[src/vpsc_pkg.sv]
// Package for the video port sync control block: register map, field layout, reset values.
// Assumes one 100 MHz system clock that also paces the video port.
package vpsc_pkg;
    localparam int VPSC_AW = 8;
    localparam logic [7:0] VPSC_CTRL_ADDR = 8'h00;
    localparam logic [7:0] VPSC_HTIM_ADDR = 8'h04;
    localparam logic [7:0] VPSC_VTOT_ADDR = 8'h08;
    localparam logic [7:0] VPSC_VACT_ADDR = 8'h0C;
    localparam logic [7:0] VPSC_STAT_ADDR = 8'h10;
    localparam logic [7:0] VPSC_CAPT_ADDR = 8'h14;
    // Control register, upper field and status register bit positions
    localparam int VPSC_CTRL_MASTER = 0;
    localparam int VPSC_CTRL_ENCODE = 1;
    localparam int VPSC_CTRL_HINV = 2;
    localparam int VPSC_CTRL_CSIGN = 3;
    localparam int VPSC_CTRL_DIV2 = 4;
    localparam int VPSC_CTRL_VMODE_LO = 5;
    localparam int VPSC_HI_FIELD_LO = 16;
    localparam int VPSC_STAT_VBLANK = 0;
    localparam int VPSC_STAT_HBLANK = 1;
    localparam int VPSC_STAT_FIELD = 2;
    localparam int VPSC_STAT_PHASE = 3;
    // Video interface modes: lane layout of the pixel bus
    localparam logic [1:0] VPSC_VM_8BIT = 2'h0;
    localparam logic [1:0] VPSC_VM_10BIT = 2'h1;
    localparam logic [1:0] VPSC_VM_12MUX = 2'h2;
    // Reset values of the timing registers, then sample and bus widths
    localparam logic [11:0] VPSC_HTOTAL_RST = 12'h06B4;
    localparam logic [11:0] VPSC_HACTIVE_RST = 12'h05A0;
    localparam logic [9:0] VPSC_VTOTAL_RST = 10'h107;
    localparam logic [9:0] VPSC_VSTART_RST = 10'h014;
    localparam logic [9:0] VPSC_VEND_RST = 10'h106;
    localparam int VPSC_SW = 12;
    localparam int VPSC_BW = 20;
endpackage

[src/vpsc_top.sv]
// Video port sync control: blanking, field, qualifier, coding mode, pixel bus and clock out.
// Assumes pins are synchronous to sys_clk_in; registers reached over classic Wishbone.
`timescale 1ns/1ps
`default_nettype none
module vpsc_top
    import vpsc_pkg::*;
(
    input wire logic sys_clk_in,
    input wire logic reset_in,
    input wire logic wb_cyc_in,
    input wire logic wb_stb_in,
    input wire logic wb_we_in,
    input wire logic [VPSC_AW-1:0] wb_adr_in,
    input wire logic [3:0] wb_sel_in,
    input wire logic [31:0] wb_dat_in,
    output logic [31:0] wb_dat_out,
    output logic wb_ack_out,
    input wire logic vblank_in,
    output logic vblank_out,
    output logic vblank_oe_out,
    input wire logic hblank_in,
    output logic hblank_out,
    output logic hblank_oe_out,
    input wire logic first_field_in,
    output logic first_field_out,
    output logic first_field_oe_out,
    input wire logic pixel_clock_qualifier_in,
    output logic pixel_clock_qualifier_out,
    output logic pixel_clock_qualifier_oe_out,
    input wire logic [VPSC_BW-1:0] pixel_bus_in,
    output logic [VPSC_BW-1:0] pixel_bus_out,
    output logic pixel_bus_oe_out,
    output logic coding_mode_out,
    output logic video_clock_out,
    input wire logic [VPSC_SW-1:0] pix_y_in,
    input wire logic [VPSC_SW-1:0] pix_c_in,
    output logic pix_ready_out,
    output logic [VPSC_SW-1:0] pix_y_out,
    output logic [VPSC_SW-1:0] pix_c_out,
    output logic pix_valid_out
);

    typedef struct packed {
        logic master;
        logic encode;
        logic hinv;
        logic csign;
        logic div2;
        logic [1:0] vmode;
        logic [11:0] htotal;
        logic [11:0] hactive;
        logic [9:0] vtotal;
        logic [9:0] vstart;
        logic [9:0] vend;
        logic [11:0] h_cnt;
        logic [9:0] v_cnt;
        logic first_field;
        logic phase;
        logic vblank_o;
        logic hblank_o;
        logic field_o;
        logic qual_o;
        logic [VPSC_BW-1:0] bus_o;
        logic clk_o;
        logic s_vblank;
        logic s_hblank;
        logic s_field;
        logic s_qual;
        logic [VPSC_BW-1:0] s_bus;
        logic [VPSC_SW-1:0] y_hold;
        logic [VPSC_SW-1:0] cap_y;
        logic [VPSC_SW-1:0] cap_c;
        logic cap_valid;
        logic take;
        logic ack;
        logic [31:0] rdat;
    } vpsc_state_s;

    vpsc_state_s st_r;
    vpsc_state_s st_nxt;

    // Offset binary inside, two's complement on the pins when signed: flip the MSB
    function automatic logic [VPSC_SW-1:0] vpsc_chroma(input logic sgn,
                                                       input logic [VPSC_SW-1:0] c);
        vpsc_chroma = sgn ? {~c[VPSC_SW-1], c[VPSC_SW-2:0]} : c;
    endfunction

    // Lane layout for the non-multiplexed modes; 12-bit mode is handled by phase
    function automatic logic [VPSC_BW-1:0] vpsc_pack(input logic [1:0] m,
                                                     input logic [VPSC_SW-1:0] y,
                                                     input logic [VPSC_SW-1:0] c);
        if (m == VPSC_VM_8BIT) begin
            vpsc_pack = {y[11:4], 2'b00, c[11:4], 2'b00};
        end else begin
            vpsc_pack = {y[11:2], c[11:2]};
        end
    endfunction

    logic wb_req;
    logic line_end;
    logic line_blank;
    logic pix_blank;
    logic active;
    logic s_active;
    logic [11:0] h_next;
    logic [9:0] v_next;

    assign wb_req = wb_cyc_in && wb_stb_in && !st_r.ack;
    assign line_end = (st_r.h_cnt == st_r.htotal - 12'h001);
    assign line_blank = (st_r.v_cnt < st_r.vstart) || (st_r.v_cnt >= st_r.vend);
    assign pix_blank = (st_r.h_cnt >= st_r.hactive);
    assign active = !line_blank && !pix_blank;
    // Sampled blanking is normalised to active high before use
    assign s_active = !st_r.s_vblank && !(st_r.s_hblank ^ st_r.hinv);
    assign h_next = line_end ? 12'h000 : st_r.h_cnt + 12'h001;
    assign v_next = (st_r.v_cnt == st_r.vtotal - 10'h001) ? 10'h000 : st_r.v_cnt + 10'h001;

    always_comb begin
        st_nxt = st_r;
        st_nxt.take = 1'b0;
        st_nxt.cap_valid = 1'b0;
        // Register bus: one wait state, unmapped offsets read zero
        st_nxt.ack = wb_req;
        if (wb_req && wb_we_in) begin
            unique case (wb_adr_in)
                VPSC_CTRL_ADDR: begin
                    if (wb_sel_in[0]) begin
                        st_nxt.master = wb_dat_in[VPSC_CTRL_MASTER];
                        st_nxt.encode = wb_dat_in[VPSC_CTRL_ENCODE];
                        st_nxt.hinv = wb_dat_in[VPSC_CTRL_HINV];
                        st_nxt.csign = wb_dat_in[VPSC_CTRL_CSIGN];
                        st_nxt.div2 = wb_dat_in[VPSC_CTRL_DIV2];
                        st_nxt.vmode = wb_dat_in[VPSC_CTRL_VMODE_LO +: 2];
                    end
                end
                VPSC_HTIM_ADDR: begin
                    if (wb_sel_in[1:0] == 2'b11) begin
                        st_nxt.htotal = wb_dat_in[11:0];
                    end
                    if (wb_sel_in[3:2] == 2'b11) begin
                        st_nxt.hactive = wb_dat_in[VPSC_HI_FIELD_LO +: 12];
                    end
                end
                VPSC_VTOT_ADDR: begin
                    if (wb_sel_in[1:0] == 2'b11) begin
                        st_nxt.vtotal = wb_dat_in[9:0];
                    end
                end
                VPSC_VACT_ADDR: begin
                    if (wb_sel_in[1:0] == 2'b11) begin
                        st_nxt.vstart = wb_dat_in[9:0];
                    end
                    if (wb_sel_in[3:2] == 2'b11) begin
                        st_nxt.vend = wb_dat_in[VPSC_HI_FIELD_LO +: 10];
                    end
                end
                default: begin
                end
            endcase
        end
        st_nxt.rdat = 32'h0000_0000;
        if (wb_req && !wb_we_in) begin
            unique case (wb_adr_in)
                VPSC_CTRL_ADDR: begin
                    st_nxt.rdat[VPSC_CTRL_MASTER] = st_r.master;
                    st_nxt.rdat[VPSC_CTRL_ENCODE] = st_r.encode;
                    st_nxt.rdat[VPSC_CTRL_HINV] = st_r.hinv;
                    st_nxt.rdat[VPSC_CTRL_CSIGN] = st_r.csign;
                    st_nxt.rdat[VPSC_CTRL_DIV2] = st_r.div2;
                    st_nxt.rdat[VPSC_CTRL_VMODE_LO +: 2] = st_r.vmode;
                end
                VPSC_HTIM_ADDR: begin
                    st_nxt.rdat = {4'h0, st_r.hactive, 4'h0, st_r.htotal};
                end
                VPSC_VTOT_ADDR: begin
                    st_nxt.rdat = {22'h00_0000, st_r.vtotal};
                end
                VPSC_VACT_ADDR: begin
                    st_nxt.rdat = {6'h00, st_r.vend, 6'h00, st_r.vstart};
                end
                VPSC_STAT_ADDR: begin
                    st_nxt.rdat[VPSC_STAT_VBLANK] = st_r.s_vblank;
                    st_nxt.rdat[VPSC_STAT_HBLANK] = st_r.s_hblank ^ st_r.hinv;
                    st_nxt.rdat[VPSC_STAT_FIELD] = st_r.s_field;
                    st_nxt.rdat[VPSC_STAT_PHASE] = st_r.phase;
                    st_nxt.rdat[VPSC_HI_FIELD_LO +: 10] = st_r.v_cnt;
                end
                VPSC_CAPT_ADDR: begin
                    st_nxt.rdat = {4'h0, st_r.cap_c, 4'h0, st_r.cap_y};
                end
                default: begin
                end
            endcase
        end

        // Raster timing; runs in both modes, only drives pins as master
        st_nxt.phase = !st_r.phase;
        st_nxt.h_cnt = h_next;
        if (line_end) begin
            st_nxt.v_cnt = v_next;
            if (v_next == 10'h000) begin
                st_nxt.first_field = !st_r.first_field;
            end
        end
        st_nxt.vblank_o = line_blank;
        st_nxt.hblank_o = pix_blank ^ st_r.hinv;
        st_nxt.field_o = st_r.first_field;
        st_nxt.qual_o = st_r.phase && active;

        // Clock out: free-running toggle so the halved clock keeps a 50% duty
        st_nxt.clk_o = !st_r.clk_o;

        // Decode: launch samples on the bus, user sees take when y/c are consumed
        st_nxt.bus_o = '0;
        if (active && !st_r.encode) begin
            if (st_r.vmode == VPSC_VM_12MUX) begin
                st_nxt.bus_o[VPSC_BW-1 -: VPSC_SW] = st_r.phase ?
                    vpsc_chroma(st_r.csign, pix_c_in) : pix_y_in;
            end else begin
                st_nxt.bus_o = vpsc_pack(st_r.vmode, pix_y_in,
                                         vpsc_chroma(st_r.csign, pix_c_in));
            end
            st_nxt.take = st_r.phase;
        end

        // Sample pins; as master the own sync outputs stand in for the sync inputs, the bus is always taken from its pins
        st_nxt.s_vblank = st_r.master ? st_r.vblank_o : vblank_in;
        st_nxt.s_hblank = st_r.master ? st_r.hblank_o : hblank_in;
        st_nxt.s_field = st_r.master ? st_r.field_o : first_field_in;
        st_nxt.s_qual = st_r.master ? st_r.qual_o : pixel_clock_qualifier_in;
        st_nxt.s_bus = pixel_bus_in;

        // Encode: capture only in qualified phases of active video
        if (st_r.encode && !st_r.s_qual) begin
            st_nxt.y_hold = st_r.s_bus[VPSC_BW-1 -: VPSC_SW];
        end
        if (st_r.encode && st_r.s_qual && s_active) begin
            st_nxt.cap_valid = 1'b1;
            unique case (st_r.vmode)
                VPSC_VM_8BIT: begin
                    st_nxt.cap_y = {st_r.s_bus[19:12], 4'h0};
                    st_nxt.cap_c = vpsc_chroma(st_r.csign, {st_r.s_bus[9:2], 4'h0});
                end
                VPSC_VM_10BIT: begin
                    st_nxt.cap_y = {st_r.s_bus[19:10], 2'b00};
                    st_nxt.cap_c = vpsc_chroma(st_r.csign, {st_r.s_bus[9:0], 2'b00});
                end
                VPSC_VM_12MUX: begin
                    st_nxt.cap_y = st_r.y_hold;
                    st_nxt.cap_c = vpsc_chroma(st_r.csign, st_r.s_bus[VPSC_BW-1 -: VPSC_SW]);
                end
                default: begin
                    st_nxt.cap_valid = 1'b0;
                end
            endcase
        end
    end

    always_ff @(posedge sys_clk_in or posedge reset_in) begin
        if (reset_in) begin
            st_r <= '0;
            st_r.htotal <= VPSC_HTOTAL_RST;
            st_r.hactive <= VPSC_HACTIVE_RST;
            st_r.vtotal <= VPSC_VTOTAL_RST;
            st_r.vstart <= VPSC_VSTART_RST;
            st_r.vend <= VPSC_VEND_RST;
        end else begin
            st_r <= st_nxt;
        end
    end

    assign wb_dat_out = st_r.rdat;
    assign wb_ack_out = st_r.ack;
    assign vblank_out = st_r.vblank_o;
    assign hblank_out = st_r.hblank_o;
    assign first_field_out = st_r.field_o;
    assign vblank_oe_out = st_r.master;
    assign hblank_oe_out = st_r.master;
    assign first_field_oe_out = st_r.master;
    assign pixel_clock_qualifier_out = st_r.qual_o;
    assign pixel_clock_qualifier_oe_out = st_r.master;
    assign pixel_bus_out = st_r.bus_o;
    assign pixel_bus_oe_out = !st_r.encode;
    assign coding_mode_out = st_r.encode;
    // Undivided mode has to pass the clock itself; no flop can reproduce it
    assign video_clock_out = st_r.div2 ? st_r.clk_o : sys_clk_in;
    assign pix_ready_out = st_r.take;
    assign pix_y_out = st_r.cap_y;
    assign pix_c_out = st_r.cap_c;
    assign pix_valid_out = st_r.cap_valid;
endmodule // vpsc_top
`default_nettype wire

[config.mk]
export PLATFORM = sky130hd
export DESIGN_NAME = vpsc_top
export DESIGN_NICKNAME = d
export VERILOG_FILES = /design/src/vpsc_pkg.sv /design/src/vpsc_top.sv
export SDC_FILE = /design/constraint.sdc
export NUM_CORES = 1
export LEC_CHECK = 0
export BUFFER_PORTS_ARGS = -buffer_cell sky130_fd_sc_hd__buf_2
export CORE_MARGIN = 8
export CORE_UTILIZATION = 56
export DETAILED_ROUTE_END_ITERATION = 7
export GPL_TIMING_DRIVEN = 0
export HOLD_SLACK_MARGIN = 0.12
export PLACE_DENSITY = 0.91
export SLEW_MARGIN = 5
export SYNTH_ARGS = -nofsm -noshare
export SYNTH_HDL_FRONTEND = slang
export SYNTH_SLANG_ARGS = --single-unit
[constraint.sdc]
create_clock -name sys_clk_in -period 9.5 [get_ports sys_clk_in]
set_input_delay 1.9 -clock sys_clk_in [delete_from_list [all_inputs] [get_ports sys_clk_in]]
set_output_delay 1.9 -clock sys_clk_in [all_outputs]
set_load 0.05 [all_outputs]
### Yosys cells after proc, flatten, opt, wreduce, memory -nomap -nowiden

Cells that the tools add are included.

| cells by class | value |
|---|---|
| $add $sub $neg | 4 |
| $lt $le $gt $ge | 3 |
| eq/ne operators | 11 |
| multiplexer cells | 26 |
| bitwise logic cells | 5 |
| reductions and logical operators | 36 |

Operators by type and width:

| kind | count |
|---|---|
| two-way mux 12 bit | 8 |
| case mux 24 bit (3 select lines) | 1 |
| case mux 10 bit (4 select lines) | 1 |
| two-way mux 28 bit | 1 |
| case mux 4 bit (6 select lines) | 1 |
| two-way mux 20 bit | 1 |
| case mux 5 bit (4 select lines) | 1 |
| AND reduction 3 bit | 6 |
| equality test 8 x 4 -> 1 bit (second input constant) | 2 |
| equality test 8 x 5 -> 1 bit (second input constant) | 2 |
| case mux 3 bit (5 select lines) | 1 |
| adder 12 x 1 -> 12 bit (second input constant) | 1 |
| equality test 12 bit | 1 |
| >= comparator 12 bit | 1 |
| subtractor 12 x 1 -> 12 bit (second input constant) | 1 |
| logical AND 1 bit | 11 |
| zero test 1 bit | 11 |
| adder 10 x 1 -> 10 bit (second input constant) | 1 |
| equality test 10 bit | 1 |
| >= comparator 10 bit | 1 |
| zero test 10 bit | 1 |
| < comparator 10 bit | 1 |
| two-way mux 10 bit | 1 |
| subtractor 10 x 1 -> 10 bit (second input constant) | 1 |
| other kinds (14) | 27 |

| storage, ports and cells | value |
|---|---|
| register bits after elaboration | 205 |
| bits of input ports | 97 |
| output and inout bits | 90 |
| word-level logic and storage cells | 118 |

### Depth between registers and ports, before layout

| logic depth | value |
|---|---|
| depth after elaboration | 6 |
| mapped depth | 10 |
| gate-level depth less buffers | 9 |

==> metrics.md <==
| Metric | Value |
|---|---|
| Status | `finished clean` |
| Netlist Area Pre-Place | `around 0.010 mm²` |
| Worst-skew pair later-pin latency | `0.55 ns` |
| FILL cells | `1,321` |
| Hold Slack | `0.416 ns` |
| Layout cells sized above 1 | `between 30% and 40%` |
| Synth area leaders | `dfrtp_1, mux2_2, buf_4` |
| Count leader, synth | `dfrtp_1` |
| Arrival time worst endpoint | `around 5.5 ns` |
| Routed vias | `8,589` |
| Area of the multi-input gates | `about 0.0045 mm²` |
| RSZ-0062 raised after global routing | `no` |
| CP Launch Type | `clock port` |
| Row count | `50` |
| PwrDens | `approximately 150 mW/mm²` |
| Initial Util | `a little under three fifths` |
| Worst-path clk slew | `around 0.07 ns` |
| Relative slew slack | `about 45%` |
| Fin. Hold Viols | `0` |
| Setup CP Type | `clk -> out` |
| Leakage power | `roughly 6.3 nW` |
| Number of global-route vias before repair | `~8,800` |
| DRC Markers | `0` |
| Tot Pwr | `around 1.8 mW` |
| Yosys top cell area share | `a little over two fifths` |
| Synth top cells by count | `dfrtp_1, nand2_1, buf_4` |
| Wire per inst | `between 20 and 25 µm` |
| Starting DRT DRC Count | `approximately 850` |
| Max-cap viol count | `0` |
| GR Overflow Total | `0` |
| Synthesis Warnings | `0` |
| Non-filler instance count after layout | `~1,500` |
| Skew final | `slightly above 0.008 ns` |
| I/O pins | `between 150 and 200` |
| HP Class | `reg -> reg` |
| Die ar. | `between 0.02 and 0.025 mm²` |
| Yosys top cell by area | `dfrtp_1` |
| Largest net degree at the start of global routing | `approximately 110` |
| CP Capture Type | `output port` |
| Seq. cell area | `a little under 0.005 mm²` |
| Setup_tns | `0 ns` |
| Final wirelength | `about 30,000 µm` |
| Die height | `roughly 150 µm` |
| Placed instance count | `about 1,400` |
| DRT Pass-1 Iters | `5` |
| Worst-Margin Slew | `between 0.8 and 0.9 ns` |
| Gp weighted congestion | `about 0.93` |
| Global-route wire length before repair | `approximately 47,000 µm` |
| Worst Path Required | `approximately 7.6 ns` |
| Net count, final | `about 1,300` |
| Count of different cell masters after synthesis | `between 60 and 70` |
| Pre-CTS WS | `between 2 and 2.5 ns` |
| Postcts setup bufs | `0` |
| Avg Inst Size Synth | `about 10 µm²` |
| Half-perimeter wire length after placement | `between 20,000 and 25,000 µm` |
| Core Box Area | `0.0185 mm²` |
| Max-slew violations | `0` |
| Area growth from synthesis to layout | `18.2%` |
| Share of flip-flops with an asynchronous set or reset | `100%` |
| Initial antenna violation count | `4` |
| Number of synthesized flops with an enable pin | `0` |
| Setup Viol. Count Final | `0` |
| Max VDD drop | `146 µV` |
| Post-synthesis sequential area ratio | `a little under half` |
| Hold_buf cts | `0` |
| TritonCTS clock tree | `built` |
| Gr usage total | `between 20 and 30%` |
| FF+latch count, synth | `about 200` |
| ANT nets after route | `0` |
| Top FF cell, synth | `dfrtp_1` |
| Post-CTS Resized | `0` |
| Final worst slack | `between 2 and 2.5 ns` |
| Cells after synthesis | `roughly 1,000` |
| Max FO, Critical Path | `2` |
| Port bufs | `between 150 and 200` |
| Via density | `5.92` |
| DIE WIDTH | `about 150 µm` |
[report_power, final]
part / total (mW) / internal [mW] / switching (mW)
logic: 0.0932 / 0.0322 / 0.0610
clock network: 0.843 / 0.480 / 0.363
registers: 0.857 / 0.849 / 0.00852
[logic make-up (layout without fill, tap and decap cells)]
| kind of cell | Yosys count | in the layout | share of synthesized area [%] |
|---|---|---|---|
| xor+xnor | 43 | 43 | 3.61 |
| compound gates | 171 | 171 | 10.8 |
| mux | 91 | 91 | 10.4 |
| other cells | 1 | 11 | 0.0360 |
| fa+ha+maj | 39 | 39 | 4.68 |
| buf+inv | 183 | 388 | 9.60 |
| flops | 197 | 197 | 47.5 |
| simple gates | 277 | 277 | 13.3 |
[routing by layer]
layer / vias to the layer above / track usage (%) / share of wire (%) / wire length, µm
met3: 106 / 7.52 / 9.8 / 2950
met5: - / 0 / 0.040 / 12
met2: 498 / 40.7 / 46 / 13900
met1: 4173 / 31.5 / 39 / 11800
met4: 2 / 15.0 / 4.6 / 1390
li1: 3810 / - / - / -
[registers in the layout, indices dropped and copies added, names as in the netlist, 12 cells and up]
name and count:
st_r 119, pix_y_out 12, pix_c_out 12, pixel_bus_out 20, wb_dat_out 24
[cells in the final DEF, fill, tap and decap left out, types with 6 or more instances in the layout]
cell / count
nor3_1: 10
ha_1: 39
buf_4: 81
dfstp_2: 19
xor2_1: 18
nand4_1: 8
a22oi_1: 38
nor4_1: 26
nor2b_1: 7
a21oi_1: 26
and2_1: 10
inv_1: 50
nand3_1: 19
xnor2_1: 25
clkbuf_16: 20
mux2_2: 70
conb_1: 8
buf_2: 177
nand2b_1: 9
mux2i_1: 14
a21o_1: 15
dfrtp_1: 178
a22o_1: 10
nor2_1: 43
clkbuf_1: 36
and3_1: 13
mux4_2: 7
buf_1: 6
nand2_1: 112
o21ai_0: 51
[stage by stage]
stage | cell area, µm² | util [%]
floorplan | 10500 | -
global placement | 11600 | 62.8
detailed placement | 11600 | 63.0
CTS | 12300 | 66.7
global route | 12300 | 66.8
finish | 12300 | 66.8
[area by class of cell]
class,count,share of cell area [%]
flip-flops and latches,197,40.2
multi-input cells,629,36.5
repair buffers,169,7.05
plain buffers,131,6.54
clock buffers,21,4.10
well taps,234,2.38
inverters,52,1.64
clock inverters,15,1.55
diodes,3,0.0609
[worst paths after layout]
path                        startpoint                  to  slack, ns  depth (start not counted)
setup / recovery            sys_clk_in     video_clock_out       2.15                          4
hold / removal             st_nxt[117]     first_field_out       0.42                          0
setup reg to reg             st_r[122]    pixel_bus_out[0]       6.52                         10
hold reg to reg            st_nxt[117]     first_field_out       0.42                          0
max in group asynchronous     reset_in           st_r[196]       7.10                          3
min in group asynchronous     reset_in  first_field_oe_out       1.47                          2
[worst max-delay path, cell delays in order]
cell and delay (ns):
clkbuf_16 0.12, clkbuf_16 0.12, mux2_2 0.24, buf_2 0.21
Power figures use the tool's default switching activity.
